$ cat config.mk
export PLATFORM = sky130hd
export DESIGN_NAME = adc_input_channel_select
export DESIGN_NICKNAME = d
export VERILOG_FILES = /design/src/hw/chan_sel_pkg.sv /design/src/hw/scan_stepper.sv /design/src/hw/adc_input_channel_select.sv
export SDC_FILE = /design/constraint.sdc
export NUM_CORES = 1
export LEC_CHECK = 0
export ABC_AREA = 1
export BUFFER_PORTS_ARGS = -buffer_cell sky130_fd_sc_hd__buf_2
export CORE_MARGIN = 2
export CORE_UTILIZATION = 45
export DETAILED_ROUTE_END_ITERATION = 7
export GPL_ROUTABILITY_DRIVEN = 0
export PLACE_DENSITY_LB_ADDON = 0.12
export SLEW_MARGIN = 0
export SYNTH_ARGS = -nofsm -noshare
export SYNTH_HDL_FRONTEND = slang
export SYNTH_SLANG_ARGS = --single-unit
$ cat constraint.sdc
create_clock -name aclk -period 11.7 [get_ports aclk]
set_clock_uncertainty 0.2 [all_clocks]
set_input_delay 1.755 -clock aclk [delete_from_list [all_inputs] [get_ports aclk]]
set_output_delay 1.755 -clock aclk [all_outputs]
set_load 0.005 [all_outputs]
$ cat src/hw/chan_sel_pkg.sv
package chan_sel_pkg;

  // ****************************************
  // register map (byte addresses)
  // ****************************************
  localparam logic [3:0] OFF_CH123 = 4'h0;
  localparam logic [3:0] OFF_CH0 = 4'h4;
  localparam logic [3:0] OFF_SCANH = 4'h8;
  localparam logic [3:0] OFF_CTRL = 4'hC;

  // writable bit masks; zeros read back as zero, except CTRL bit 2, which reads use_set_b_q
  localparam logic [15:0] MASK_CH123 = 16'h1F1F;
  localparam logic [15:0] MASK_CH0 = 16'hBFBF;
  localparam logic [15:0] MASK_SCANH = 16'hFF0F;
  localparam logic [15:0] MASK_CTRL = 16'h0003;

  // reset values
  localparam logic [15:0] RST_CH123 = 16'h0000;
  localparam logic [15:0] RST_CH0 = 16'h0000;
  localparam logic [15:0] RST_SCANH = 16'h0000;
  localparam logic [15:0] RST_CTRL = 16'h0000;

  // field positions, channel 1-3 select
  localparam int SB_HI = 12;
  localparam int SB_LO0 = 8;
  localparam int SA_HI = 4;
  localparam int SA_LO0 = 0;
  localparam int NA_HI = 2;
  // field positions, channel 0 select
  localparam int C0_NB = 15;
  localparam int C0_PB_HI = 13;
  localparam int C0_NA = 7;
  localparam int C0_PA_HI = 5;
  // control register bits
  localparam int CTL_ALT = 0;
  localparam int CTL_SCAN = 1;

  // input index codes
  localparam logic [5:0] IN_VREFL = 6'h3F;
  localparam logic [6:0] SEL_VREFL = 7'h7F;
  localparam logic [2:0] NUM_AMPS = 3'h5;

  // AXI responses
  localparam logic [1:0] RESP_OKAY = 2'h0;
  localparam logic [1:0] RESP_SLVERR = 2'h2;

endpackage

$ cat src/hw/scan_stepper.sv
`timescale 1ns/1ps
`default_nettype none

// ****************************************
// scan pointer: walks the enabled scan inputs
// ****************************************
module scan_stepper
  import chan_sel_pkg::*;
(
  // clock and reset
  input wire logic aclk,
  input wire logic aresetn,
  // control
  input wire logic [63:0] include_mask,
  input wire logic advance,
  // state
  output logic [5:0] index_q,
  output logic any_q
);

  logic [5:0] next_idx;
  logic found;

  // next set bit above the current index, wrapping round
  always_comb begin
    next_idx = index_q;
    found = 1'b0;
    for (int k = 1; k <= 64; k++) begin
      if (!found && include_mask[6'(index_q + 6'(k))]) begin
        next_idx = 6'(index_q + 6'(k));
        found = 1'b1;
      end
    end
  end

  // pointer moves only at the end of a sample
  always_ff @(posedge aclk) begin
    if (!aresetn) begin
      index_q <= 6'h3F;
      any_q <= 1'b0;
    end else if (advance) begin
      index_q <= next_idx;
      any_q <= found;
    end
  end

endmodule

`default_nettype wire

$ cat src/hw/adc_input_channel_select.sv
// Operation
// sample-B ch1-3 positive code is bits 12-11 over bit 8
// sample-A ch1-3 positive code is bits 4-3 over bit 0
// code 000 gives inputs 0,1,2; code 001 gives 3,4,5
// code 010 gives 3,0,6; code 011 gives 3,0,25
// top bit set gives 0,25,6 as amplifier outputs 2,5,3
// negative code 11 gives 9,10,11; 10 gives 6,7,8; 0x low reference
// ch0 sample-B negative bit 15 picks input 1 else low reference
// ch0 sample-A negative bit 7 picks input 1 else low reference
// ch0 sample-B positive bits 13-8 pick input by code; 61 band gap
// ch0 sample-A positive bits 5-0 pick input by code up to 63
// enabled amplifier output replaces its shared pin wherever selected
// inputs 0-7 are repurposed when amplifier functions are enabled
// scan-mask bits include inputs 31-24 and 19-16 when set
// mask bits 10,9,8 cover amplifier outputs 3,2,1 on inputs 6,0,3
// unimplemented register bits read as zero
// alternate mode uses set A then set B; else always set A
// scan enable steps ch0 positive through mask inputs in set A
// scan inputs with no physical pin convert the low reference
// selects clear at reset; writes apply to the next sample
//
// Design decisions made here: the register offsets and the AXI4-Lite slave port.
`timescale 1ns/1ps
`default_nettype none

module adc_input_channel_select
  import chan_sel_pkg::*;
(
  // clock and reset
  input wire logic aclk,
  input wire logic aresetn,
  // axi4-lite write address
  input wire logic [3:0] s_axi_awaddr,
  input wire logic s_axi_awvalid,
  output logic s_axi_awready,
  // axi4-lite write data
  input wire logic [31:0] s_axi_wdata,
  input wire logic [3:0] s_axi_wstrb,
  input wire logic s_axi_wvalid,
  output logic s_axi_wready,
  // axi4-lite write response
  output logic [1:0] s_axi_bresp,
  output logic s_axi_bvalid,
  input wire logic s_axi_bready,
  // axi4-lite read address
  input wire logic [3:0] s_axi_araddr,
  input wire logic s_axi_arvalid,
  output logic s_axi_arready,
  // axi4-lite read data
  output logic [31:0] s_axi_rdata,
  output logic [1:0] s_axi_rresp,
  output logic s_axi_rvalid,
  input wire logic s_axi_rready,
  // converter side
  input wire logic sample_done,
  input wire logic [4:0] amplifier_enable,
  input wire logic [63:0] input_present,
  // mux selects: 0-63 analog input, 64+k amplifier output k+1, 127 low ref
  output logic [6:0] ch0_pos_sel_q,
  output logic [6:0] ch0_neg_sel_q,
  output logic [6:0] ch1_pos_sel_q,
  output logic [6:0] ch2_pos_sel_q,
  output logic [6:0] ch3_pos_sel_q,
  output logic [6:0] ch1_neg_sel_q,
  output logic [6:0] ch2_neg_sel_q,
  output logic [6:0] ch3_neg_sel_q,
  output logic use_set_b_q
);

  // ****************************************
  // register bus
  // ****************************************
  logic [15:0] ch123_q, ch0_q, scanh_q, ctrl_q;
  logic [3:0] awaddr_q;
  logic aw_held_q, w_held_q;
  logic [31:0] wdata_q;
  logic [3:0] wstrb_q;

  // address and data may arrive in either order; each is latched once
  assign s_axi_awready = !aw_held_q && !s_axi_bvalid;
  assign s_axi_wready = !w_held_q && !s_axi_bvalid;
  assign s_axi_arready = !s_axi_rvalid;

  wire aw_now = aw_held_q || (s_axi_awvalid && s_axi_awready);
  wire w_now = w_held_q || (s_axi_wvalid && s_axi_wready);
  wire [3:0] wr_addr = aw_held_q ? awaddr_q : s_axi_awaddr;
  wire [31:0] wr_data = w_held_q ? wdata_q : s_axi_wdata;
  wire [3:0] wr_strb = w_held_q ? wstrb_q : s_axi_wstrb;
  wire wr_fire = aw_now && w_now && !s_axi_bvalid;
  wire wr_hit = (wr_addr == OFF_CH123) || (wr_addr == OFF_CH0) ||
                (wr_addr == OFF_SCANH) || (wr_addr == OFF_CTRL);

  // byte-lane merge; unimplemented bits stay zero
  function automatic logic [15:0] merge(input logic [15:0] old, input logic [31:0] d,
                                        input logic [3:0] s, input logic [15:0] m);
    logic [15:0] v;
    v = old;
    if (s[0]) v[7:0] = d[7:0];
    if (s[1]) v[15:8] = d[15:8];
    return v & m;
  endfunction

  wire wr_ch123 = wr_fire && (wr_addr == OFF_CH123);
  wire wr_ch0 = wr_fire && (wr_addr == OFF_CH0);
  wire wr_scanh = wr_fire && (wr_addr == OFF_SCANH);
  wire wr_ctrl = wr_fire && (wr_addr == OFF_CTRL);

  // write channel holding and response
  always_ff @(posedge aclk) begin
    if (!aresetn) begin
      aw_held_q <= 1'b0;
      w_held_q <= 1'b0;
      awaddr_q <= 4'h0;
      wdata_q <= 32'h0000_0000;
      wstrb_q <= 4'h0;
      s_axi_bvalid <= 1'b0;
      s_axi_bresp <= RESP_OKAY;
    end else begin
      if (s_axi_awvalid && s_axi_awready) awaddr_q <= s_axi_awaddr;
      if (s_axi_wvalid && s_axi_wready) begin
        wdata_q <= s_axi_wdata;
        wstrb_q <= s_axi_wstrb;
      end
      if (wr_fire) begin
        aw_held_q <= 1'b0;
        w_held_q <= 1'b0;
        s_axi_bvalid <= 1'b1;
        s_axi_bresp <= wr_hit ? RESP_OKAY : RESP_SLVERR;
      end else begin
        aw_held_q <= aw_now;
        w_held_q <= w_now;
        if (s_axi_bvalid && s_axi_bready) s_axi_bvalid <= 1'b0;
      end
    end
  end

  // reset to zero
  always_ff @(posedge aclk) begin
    if (!aresetn) begin
      ch123_q <= RST_CH123;
      ch0_q <= RST_CH0;
      scanh_q <= RST_SCANH;
      ctrl_q <= RST_CTRL;
    end else begin
      if (wr_ch123) ch123_q <= merge(ch123_q, wr_data, wr_strb, MASK_CH123);
      if (wr_ch0) ch0_q <= merge(ch0_q, wr_data, wr_strb, MASK_CH0);
      if (wr_scanh) scanh_q <= merge(scanh_q, wr_data, wr_strb, MASK_SCANH);
      if (wr_ctrl) ctrl_q <= merge(ctrl_q, wr_data, wr_strb, MASK_CTRL);
    end
  end

  // reserved bits zero
  logic [15:0] rd_val;
  logic rd_hit;
  always_comb begin
    rd_hit = 1'b1;
    case (s_axi_araddr)
      OFF_CH123: rd_val = ch123_q & MASK_CH123;
      OFF_CH0: rd_val = ch0_q & MASK_CH0;
      OFF_SCANH: rd_val = scanh_q & MASK_SCANH;
      OFF_CTRL: rd_val = {13'h0000, use_set_b_q, ctrl_q[1:0]};
      default: begin
        rd_val = 16'h0000;
        rd_hit = 1'b0;
      end
    endcase
  end

  // read answer one cycle after the address is taken
  always_ff @(posedge aclk) begin
    if (!aresetn) begin
      s_axi_rvalid <= 1'b0;
      s_axi_rdata <= 32'h0000_0000;
      s_axi_rresp <= RESP_OKAY;
    end else if (s_axi_arvalid && s_axi_arready) begin
      s_axi_rvalid <= 1'b1;
      s_axi_rdata <= {16'h0000, rd_val};
      s_axi_rresp <= rd_hit ? RESP_OKAY : RESP_SLVERR;
    end else if (s_axi_rvalid && s_axi_rready) begin
      s_axi_rvalid <= 1'b0;
    end
  end

  // ****************************************
  // source substitution
  // ****************************************
  // amplifier replaces pin
  // pin of amplifier k+1; only units 1,2,3,5 have one
  function automatic logic [6:0] resolve(input logic [5:0] idx, input logic [4:0] en);
    logic [6:0] r;
    r = {1'b0, idx};
    // inputs 0-7 repurposed
    if (idx == 6'd3 && en[0]) r = 7'd64;
    if (idx == 6'd0 && en[1]) r = 7'd65;
    if (idx == 6'd6 && en[2]) r = 7'd66;
    if (idx == 6'd25 && en[4]) r = 7'd68;
    return r;
  endfunction

  // ch1-3 positive triple from a three-bit code
  function automatic logic [17:0] pos_triple(input logic [2:0] c);
    logic [17:0] t;
    case (c)
      // plain pin groups
      3'b000: t = {6'd0, 6'd1, 6'd2};
      3'b001: t = {6'd3, 6'd4, 6'd5};
      // amplifier mixes
      3'b010: t = {6'd3, 6'd0, 6'd6};
      3'b011: t = {6'd3, 6'd0, 6'd25};
      // top bit set
      default: t = {6'd0, 6'd25, 6'd6};
    endcase
    return t;
  endfunction

  // ****************************************
  // sample set and scan
  // ****************************************
  // set B code assembly
  wire [2:0] multi_ch_pos_sel_b = {ch123_q[SB_HI:SB_HI-1], ch123_q[SB_LO0]};
  // set A code assembly
  wire [2:0] multi_ch_pos_sel_a = {ch123_q[SA_HI:SA_HI-1], ch123_q[SA_LO0]};
  wire [1:0] multi_ch_neg_sel_a = ch123_q[NA_HI:NA_HI-1];
  wire first_ch_neg_sel_b = ch0_q[C0_NB];
  wire first_ch_neg_sel_a = ch0_q[C0_NA];
  wire [5:0] first_ch_pos_sel_b = ch0_q[C0_PB_HI:C0_PB_HI-5];
  wire [5:0] first_ch_pos_sel_a = ch0_q[C0_PA_HI:0];
  wire alternate_sample_sets = ctrl_q[CTL_ALT];
  wire scan_enable = ctrl_q[CTL_SCAN];

  // upper mask maps to inputs 31-24 and 19-16
  // bits 10,9,8 are inputs 26,25,24
  wire [63:0] scan_include_bit = {32'h0, scanh_q[15:8], 4'h0, scanh_q[3:0], 16'h0};
  logic [5:0] scan_idx_q;
  logic scan_any_q;

  // step only on set-A samples
  wire scan_adv = sample_done && scan_enable && !use_set_b_q;

  scan_stepper scan_stepper_inst (
    .aclk(aclk),
    .aresetn(aresetn),
    .include_mask(scan_include_bit),
    .advance(scan_adv),
    .index_q(scan_idx_q),
    .any_q(scan_any_q)
  );

  // alternate A then B
  always_ff @(posedge aclk) begin
    if (!aresetn) use_set_b_q <= 1'b0;
    else if (!alternate_sample_sets) use_set_b_q <= 1'b0;
    else if (sample_done) use_set_b_q <= !use_set_b_q;
  end

  // ****************************************
  // select decode
  // ****************************************
  wire [2:0] pos_code = use_set_b_q ? multi_ch_pos_sel_b : multi_ch_pos_sel_a;
  wire [17:0] trip = pos_triple(pos_code);
  wire scanning = scan_enable && !use_set_b_q;
  // scan slots 26,25,24 convert the shared pins 6,0,3
  wire [5:0] scan_src = (scan_idx_q == 6'd26) ? 6'd6 :
                        (scan_idx_q == 6'd25) ? 6'd0 :
                        (scan_idx_q == 6'd24) ? 6'd3 : scan_idx_q;
  wire [5:0] c0_code = scanning ? scan_src :
                       (use_set_b_q ? first_ch_pos_sel_b : first_ch_pos_sel_a);
  // absent scan input gives low reference
  wire c0_absent = scanning && (!scan_any_q || !input_present[scan_src]);
  // direct binary pick
  wire [6:0] c0_pos = c0_absent ? SEL_VREFL : resolve(c0_code, amplifier_enable);
  // input 1 or low reference
  wire c0_neg_bit = use_set_b_q ? first_ch_neg_sel_b : first_ch_neg_sel_a;
  wire [6:0] c0_neg = c0_neg_bit ? resolve(6'd1, amplifier_enable) : SEL_VREFL;

  // negative triple; set B uses the set-A code, its own field absent
  logic [6:0] n1, n2, n3;
  always_comb begin
    case (multi_ch_neg_sel_a)
      2'b11: begin
        n1 = 7'd9;
        n2 = 7'd10;
        n3 = 7'd11;
      end
      2'b10: begin
        n1 = resolve(6'd6, amplifier_enable);
        n2 = 7'd7;
        n3 = 7'd8;
      end
      default: begin
        n1 = SEL_VREFL;
        n2 = SEL_VREFL;
        n3 = SEL_VREFL;
      end
    endcase
  end

  // selects registered, so a write lands on the next sample
  always_ff @(posedge aclk) begin
    if (!aresetn) begin
      ch0_pos_sel_q <= 7'd0;
      ch0_neg_sel_q <= SEL_VREFL;
      ch1_pos_sel_q <= 7'd0;
      ch2_pos_sel_q <= 7'd1;
      ch3_pos_sel_q <= 7'd2;
      ch1_neg_sel_q <= SEL_VREFL;
      ch2_neg_sel_q <= SEL_VREFL;
      ch3_neg_sel_q <= SEL_VREFL;
    end else begin
      ch0_pos_sel_q <= c0_pos;
      ch0_neg_sel_q <= c0_neg;
      ch1_pos_sel_q <= resolve(trip[17:12], amplifier_enable);
      ch2_pos_sel_q <= resolve(trip[11:6], amplifier_enable);
      ch3_pos_sel_q <= resolve(trip[5:0], amplifier_enable);
      ch1_neg_sel_q <= n1;
      ch2_neg_sel_q <= n2;
      ch3_neg_sel_q <= n3;
    end
  end

endmodule

`default_nettype wire

# Yosys cells after proc, flatten, opt, wreduce, memory -nomap -nowiden
# Cells that the tools add are included.
[word_totals] reg_bits=148 word_cells=689 output_inout_bits=98
[classes] n_addsub=63 bitwise_logic=2 eq_ne=26 order_cmp=65 n_mux=298 n_reduce_logical=200
[op_table] operator="6-bit by 7-bit less-than comparator with 1-bit output (second input constant)" count=65
[op_table] operator="6-bit two-way mux" count=68
[op_table] operator="1-bit binary-select mux with 6-bit select" count=65
[op_table] operator="6-bit adder (second input constant)" count=32
[op_table] operator="1-bit two-way mux" count=135
[op_table] operator="7-bit two-way mux" count=19
[op_table] operator="6-bit by 5-bit adder with 6-bit output (second input constant)" count=16
[op_table] operator="1-bit logical AND" count=96
[op_table] operator="1-bit zero test" count=70
[op_table] operator="16-bit one-hot mux with 4 select lines" count=1
[op_table] operator="63-bit nonzero test" count=1
[op_table] operator="14-bit one-hot mux with 4 select lines" count=1
[op_table] operator="6-bit by 4-bit adder with 6-bit output (second input constant)" count=8
[op_table] operator="6-bit by 5-bit == test with 1-bit output (second input constant)" count=7
[op_table] operator="7-bit one-hot mux with 2 select lines" count=3
[op_table] operator="6-bit by 3-bit adder with 6-bit output (second input constant)" count=4
[op_table] operator="6-bit by 2-bit == test with 1-bit output (second input constant)" count=4
[op_table] operator="6-bit by 3-bit == test with 1-bit output (second input constant)" count=4
[op_table] operator="6-bit zero test" count=4
[op_table] operator="4-bit == test (second input constant)" count=4
[op_table] operator="16-bit two-way mux" count=1
[op_table] operator="2-bit AND reduction" count=8
[op_table] operator="5-bit OR reduction" count=3
[op_table] operator="6-bit by 2-bit adder with 6-bit output (second input constant)" count=2
[op_table] operator="other kinds (17)" count=33

# Logic depth before layout (Yosys ltp)
[depth] ltp_word=194 depth_mapped=79 mapped_depth_nobuf=77

# Cells and area by module
# From an unflattened synthesis, not the netlist that was laid out.
[unflattened] hier_cells=2898 hier_area_um2=16144.2
[modules_own_cells] mod="scan_stepper" cells_per_inst=2093 n_inst=1 area_per_inst_um2=10602.7
[modules_own_cells] mod="adc_input_channel_select" cells_per_inst=805 n_inst=1 area_per_inst_um2=5541.6

# Worst setup path after synthesis
# OpenSTA, ideal clock, no wires.
[synth_path] kind="reg-to-reg" startpoint="register scan_stepper_inst.index_q[1]" endpoint="register scan_stepper_inst.index_q[3]" t_arrival_ns=6.461 synth_period_minus_slack_ns=6.794 path_stages_with_launch=56 setup_time_ns=0.133 slack_ns=4.906 path_buffers=2 path_cell_list="dfxtp_1 > inv_1 > buf_2 > ha_1 > clkbuf_1 > nand3_1 > nand3_1 > nand3_1 > nand3_1 > nor2_1 > nor2_4 > nand2_2 > nor2_8 > nand3_4 > nor2_4 > nand4_2 > nor2_4 > nand4_4 > [... 20 more ...] > inv_2 > nand2_2 > nor2_4 > nand3_2 > nor2_4 > nand2_2 > nor2_4 > nand2_2 > nor3_4 > nand2_2 > nor2_4 > nand2_2 > nand2_4 > inv_2 > nand2_1 > nor2_1 > nand2_1 > nand3_1"
[synth_via] elab_chain_len=194
[synth_rtl] item="start: declaration" line_no="scan_stepper.sv:17" source="output logic [5:0] index_q,"
[synth_rtl] item="start signal: assignment" line_no="scan_stepper.sv:42" source="index_q <= next_idx;"
[synth_rtl] item="parallel branches: the longest is 194 deep, another holds 6-bit by 1-bit adder with 6-bit output"
# Several ways; the timed one is not identified. The select of a mux whose other input is x is not followed.
# A chain may end at the register's enable or synchronous reset.

# Worst setup path in the final report
# Same ends and word-level chain as after synthesis.

==> reports/qor.log <==
INFO  setup_path     critPathMaxFanout=27
INFO  setup_path     critical_path_required=11760ps
INFO  finish         layoutNonFillerInstCount=2291
INFO  synthesis      area_share_of_fa_ha_maj_cells_after_synthesis=2.525%
INFO  sta            tightestPinTransition=1106ps
INFO  synthesis      syn_inst=1843
INFO  sta            fmaxAchievable=115.0MHz
INFO  clock_tree     clock_tree.htree_level_count=4
INFO  die            floorplan.die.width=159.6um
INFO  setup_path     cp_slowest_stage_delay=650ps
INFO  clock_tree     tritoncts=yes
INFO  clock_tree     ctsRootBufferMaster=sky130_fd_sc_hd__clkbuf_16
INFO  synthesis      synthSimpleGateAreaFrac=36.00%
INFO  setup_path     path_buf_inv=6
INFO  sta            period_needed=8694ps
INFO  die            num_io_pins=219
INFO  finish         multi_input_area=6905um^2
INFO  synthesis      main_combinational_cell_family_by_area_after_synthesis=simple AND/OR/NAND/NOR gates
INFO  sta            timing.final.setup_violations=0
INFO  sta            timing.setup.tns=0ps
INFO  synthesis      ys_async_sr_fraction=0%
INFO  clock_tree     clk-insertion-delay-late=410ps
INFO  pwr            cellLeakagePower=6.039nW
INFO  clock_tree     max-clock-path-buffers=2
INFO  setup_path     crit_top_cell=sky130_fd_sc_hd__nor2_4
INFO  grt            initial_antenna_violation_count=0
INFO  placement      numPlacedInstances=2259
INFO  run            max-cap-violations=0
INFO  die            rows=56
INFO  clock_tree     post_cts.resized_instances=0
INFO  die            floorplan.core_area=23610um^2
INFO  grt            grt_max_degree=75
INFO  die            chipHeight=159.6um
INFO  setup_path     cp-start-kind=flip-flop
INFO  grt            grt-ovfl-total=0
INFO  synthesis      synth_flop_cell=sky130_fd_sc_hd__dfxtp_1
INFO  synthesis      synthesis.area=10900um^2
INFO  setup_path     cp-end-kind=flip-flop
INFO  synthesis      synth_warnings=0
INFO  die            initial_utilization=46.17%
INFO  pwr            worst_ir_drop_vdd=0.1158mV
INFO  setup_path     reg2reg_slack=3010ps
INFO  sta            timing.final.max_slew_violations=0
INFO  detailed_routing viasPerCell=5.324
INFO  finish         area_delta_synth_final=13.23%
INFO  finish         antenna_cells_inserted=0
INFO  pwr            power_density=107.7nW/um^2
INFO  synthesis      syn_avg_cell_area=5.915um^2
INFO  clock_tree     numCtsBuffers=17
INFO  clock_tree     clk_pin_slew=60ps
INFO  finish         num-nets-final=2102
INFO  grt            grt.total_usage=27.92%
INFO  detailed_routing routed_wl=36.60mm
INFO  synthesis      synth_xor_area_share=4.017%
INFO  die            design.die.area=25490um^2
INFO  detailed_routing drt_first_iter_violations=1212
INFO  setup_path     cp_top_family=simple AND/OR/NAND/NOR gates
INFO  finish         fraction_of_final_layout_cells_with_drive_strength_greater_than_1=14.25%
INFO  finish         fill_cells=2490
INFO  sta            final.period_utilization=74.31%
INFO  placement      place.detailed.hpwl=27.65mm
INFO  sta            hold_viol_final=0
INFO  detailed_routing remaining_drc_errors=0
INFO  synthesis      count_of_cell_types_in_the_netlist=55
INFO  synthesis      synth-seq-cells=113
INFO  placement      io_port_bufs=169
INFO  setup_path     cp.arrival=8750ps
INFO  detailed_routing firstDrtPassIters=6
INFO  status         run_status=finished, final reports clean
INFO  detailed_routing route.antenna.remaining_nets=0
INFO  clock_tree     cts_setup_buffers=0
INFO  setup_path     timing.critical_path.slowest_stage_cell=sky130_fd_sc_hd__inv_1
INFO  grt            grt_pass1_wl=56.92mm
INFO  detailed_routing routed-via-count=12198
INFO  setup_path     criticalPathCategory=reg2reg
INFO  clock_tree     hold_buf_cts=0
INFO  synthesis      area_fraction_in_compound_gates_after_synthesis=19.71%
INFO  finish         final-seq-area=2262um^2
INFO  synthesis      post_synth_mux_area_share=0.09182%
INFO  clock_tree     clkSinkCount=113
INFO  sta            rsz0062_at_grt=no
INFO  detailed_routing routedWlPerCell=15.98um
INFO  synthesis      yosysSeqAreaShare=20.75%
INFO  synthesis      synth_edf_count=0
INFO  grt            number_of_global_route_vias_before_repair=10739
INFO  worst_hold_path hp-class=reg2reg
INFO  sta            timing.slew.headroom=26.06%
## sequential cells by signal, indices dropped and copies added, names as in the netlist, 2 cells and up
register	cells
ch1_neg_sel_q	5
s_axi_rdata	15
wstrb_q	2
scan_stepper_inst.index_q	6
ch2_pos_sel_q	4
wdata_q	15
scanh_q	12
ch0_pos_sel_q	7
ch0_q	14
ctrl_q	2
awaddr_q	4
ch1_pos_sel_q	3
ch3_pos_sel_q	5
ch123_q	10
## worst reg2reg max path: cells and delay by family, from the launching register on
| family | cells | cell delay, ps |
|---|---|---|
| AO/OA/AOI/OAI | 1 | 370 |
| XOR/XNOR | 1 | 350 |
| adder cells (fa/ha/maj) | 1 | 470 |
| buffers and inverters | 6 | 1670 |
| flip-flops | 1 | 290 |
| AND/OR/NAND/NOR | 44 | 5240 |
## cell usage in the layout, fill, tap and decap left out, types with 5 or more instances in the layout
cell type and count:
sky130_fd_sc_hd__nor2_1 146, sky130_fd_sc_hd__inv_2 7, sky130_fd_sc_hd__inv_1 304, sky130_fd_sc_hd__o211ai_1 17, sky130_fd_sc_hd__o22ai_1 15, sky130_fd_sc_hd__conb_1 29, sky130_fd_sc_hd__nand4_1 38, sky130_fd_sc_hd__clkbuf_16 17
sky130_fd_sc_hd__nand2_1 415, sky130_fd_sc_hd__buf_4 10, sky130_fd_sc_hd__nor3_1 23, sky130_fd_sc_hd__nor4_1 7, sky130_fd_sc_hd__nor2_4 16, sky130_fd_sc_hd__a22oi_1 7, sky130_fd_sc_hd__ha_1 22, sky130_fd_sc_hd__bufinv_16 5
sky130_fd_sc_hd__nand4_4 6, sky130_fd_sc_hd__dfxtp_1 113, sky130_fd_sc_hd__or2_2 5, sky130_fd_sc_hd__a31oi_1 7, sky130_fd_sc_hd__o21ai_0 183, sky130_fd_sc_hd__a32o_1 8, sky130_fd_sc_hd__a211oi_1 8, sky130_fd_sc_hd__xor2_1 38
sky130_fd_sc_hd__nand2_2 13, sky130_fd_sc_hd__nand3_1 154, sky130_fd_sc_hd__buf_2 169, sky130_fd_sc_hd__a21oi_1 127, sky130_fd_sc_hd__nand3b_1 6
## report_power, final
part | switching [mW] | total [mW] | internal, mW
combinational | 0.219 | 0.336 | 0.117
clock | 0.193 | 0.573 | 0.380
sequential | 0.0114 | 0.421 | 0.409
## synth_stat cells (3+ instances only)
master | count | area [um^2]
sky130_fd_sc_hd__nor2_1 | 146 | 548.0
sky130_fd_sc_hd__nand4_2 | 4 | 50.05
sky130_fd_sc_hd__nor4_1 | 7 | 43.79
sky130_fd_sc_hd__o22ai_1 | 15 | 93.84
sky130_fd_sc_hd__o221ai_1 | 3 | 26.28
sky130_fd_sc_hd__a31oi_1 | 7 | 43.79
sky130_fd_sc_hd__nand2_1 | 415 | 1558
sky130_fd_sc_hd__o21a_1 | 4 | 30.03
sky130_fd_sc_hd__buf_2 | 4 | 20.02
sky130_fd_sc_hd__a32o_1 | 8 | 80.08
sky130_fd_sc_hd__nor3_1 | 23 | 115.1
sky130_fd_sc_hd__nand2_4 | 3 | 33.78
sky130_fd_sc_hd__a211oi_1 | 8 | 60.06
sky130_fd_sc_hd__clkbuf_1 | 46 | 172.7
sky130_fd_sc_hd__buf_4 | 53 | 397.9
sky130_fd_sc_hd__buf_6 | 3 | 33.78
sky130_fd_sc_hd__nand4_1 | 38 | 237.7
sky130_fd_sc_hd__nand3_1 | 154 | 770.7
sky130_fd_sc_hd__nand3b_1 | 6 | 45.04
sky130_fd_sc_hd__inv_4 | 4 | 25.02
sky130_fd_sc_hd__nand2_2 | 13 | 81.33
sky130_fd_sc_hd__xor2_1 | 38 | 332.8
sky130_fd_sc_hd__inv_2 | 7 | 26.28
sky130_fd_sc_hd__nand4_4 | 6 | 127.6
sky130_fd_sc_hd__nand3_2 | 3 | 30.03
sky130_fd_sc_hd__dfxtp_1 | 113 | 2262
sky130_fd_sc_hd__inv_1 | 304 | 1141
sky130_fd_sc_hd__ha_1 | 22 | 275.3
sky130_fd_sc_hd__nor2_4 | 16 | 180.2
sky130_fd_sc_hd__a22oi_1 | 7 | 52.55
sky130_fd_sc_hd__o21ai_0 | 183 | 915.9
sky130_fd_sc_hd__o21ai_1 | 4 | 20.02
sky130_fd_sc_hd__a21oi_1 | 127 | 635.6
sky130_fd_sc_hd__buf_1 | 3 | 11.26
sky130_fd_sc_hd__o211ai_1 | 17 | 127.6
sky130_fd_sc_hd__or2_2 | 5 | 31.28
## logic make-up after synthesis
group / count (synthesis)
AO/OA/AOI/OAI: 390
XOR/XNOR: 44
adder cells (fa/ha/maj): 22
buffers and inverters: 426
flip-flops: 113
multiplexers: 1
other: 2
AND/OR/NAND/NOR: 845
## area by class of cell
class,instances,area share [%]
multi-input combinational,1331,55.94
tap,319,3.233
sequential,113,18.33
clock inverter,15,1.875
inverter,317,9.720
timing repair buffer,179,7.460
clock buffer,17,3.446
## per-stage QoR
stage          util [%]  setup slack (ps)  power, mW  instance area [um^2]  hold WS (ps)
2_1_floorplan         -              4906     0.6836                 11000         177.5
3_3_place_gp      49.50              3364     0.7561                 11690         214.3
3_5_place_dp      49.50              3185     0.7616                 11690         215.1
4_1_cts           52.28              3162      1.335                 12340         236.8
5_1_grt           52.28              2274      1.405                 12340         241.0
6_report          52.28              3006      1.329                 12340         235.8
## metal layers
metal	vias up	wire length [um]	GRT usage, %
met5	-	0	0
met2	490	16440	45.18
met3	76	2917	5.688
li1	6149	-	-
met1	5483	16140	37.29
met4	0	1103	8.843
## worst paths after layout
path | depth (start not counted) | startpoint | to
worst max register to register | 53 | scan_stepper_inst.index_q[1] | scan_stepper_inst.index_q[3]
worst max-delay path | 53 | scan_stepper_inst.index_q[1] | scan_stepper_inst.index_q[3]
worst min-delay path | 1 | ch123_q[1] | ch1_neg_sel_q[1]
worst min register to register | 1 | ch123_q[1] | ch1_neg_sel_q[1]
No activity file was read; power rests on OpenSTA's default activity.
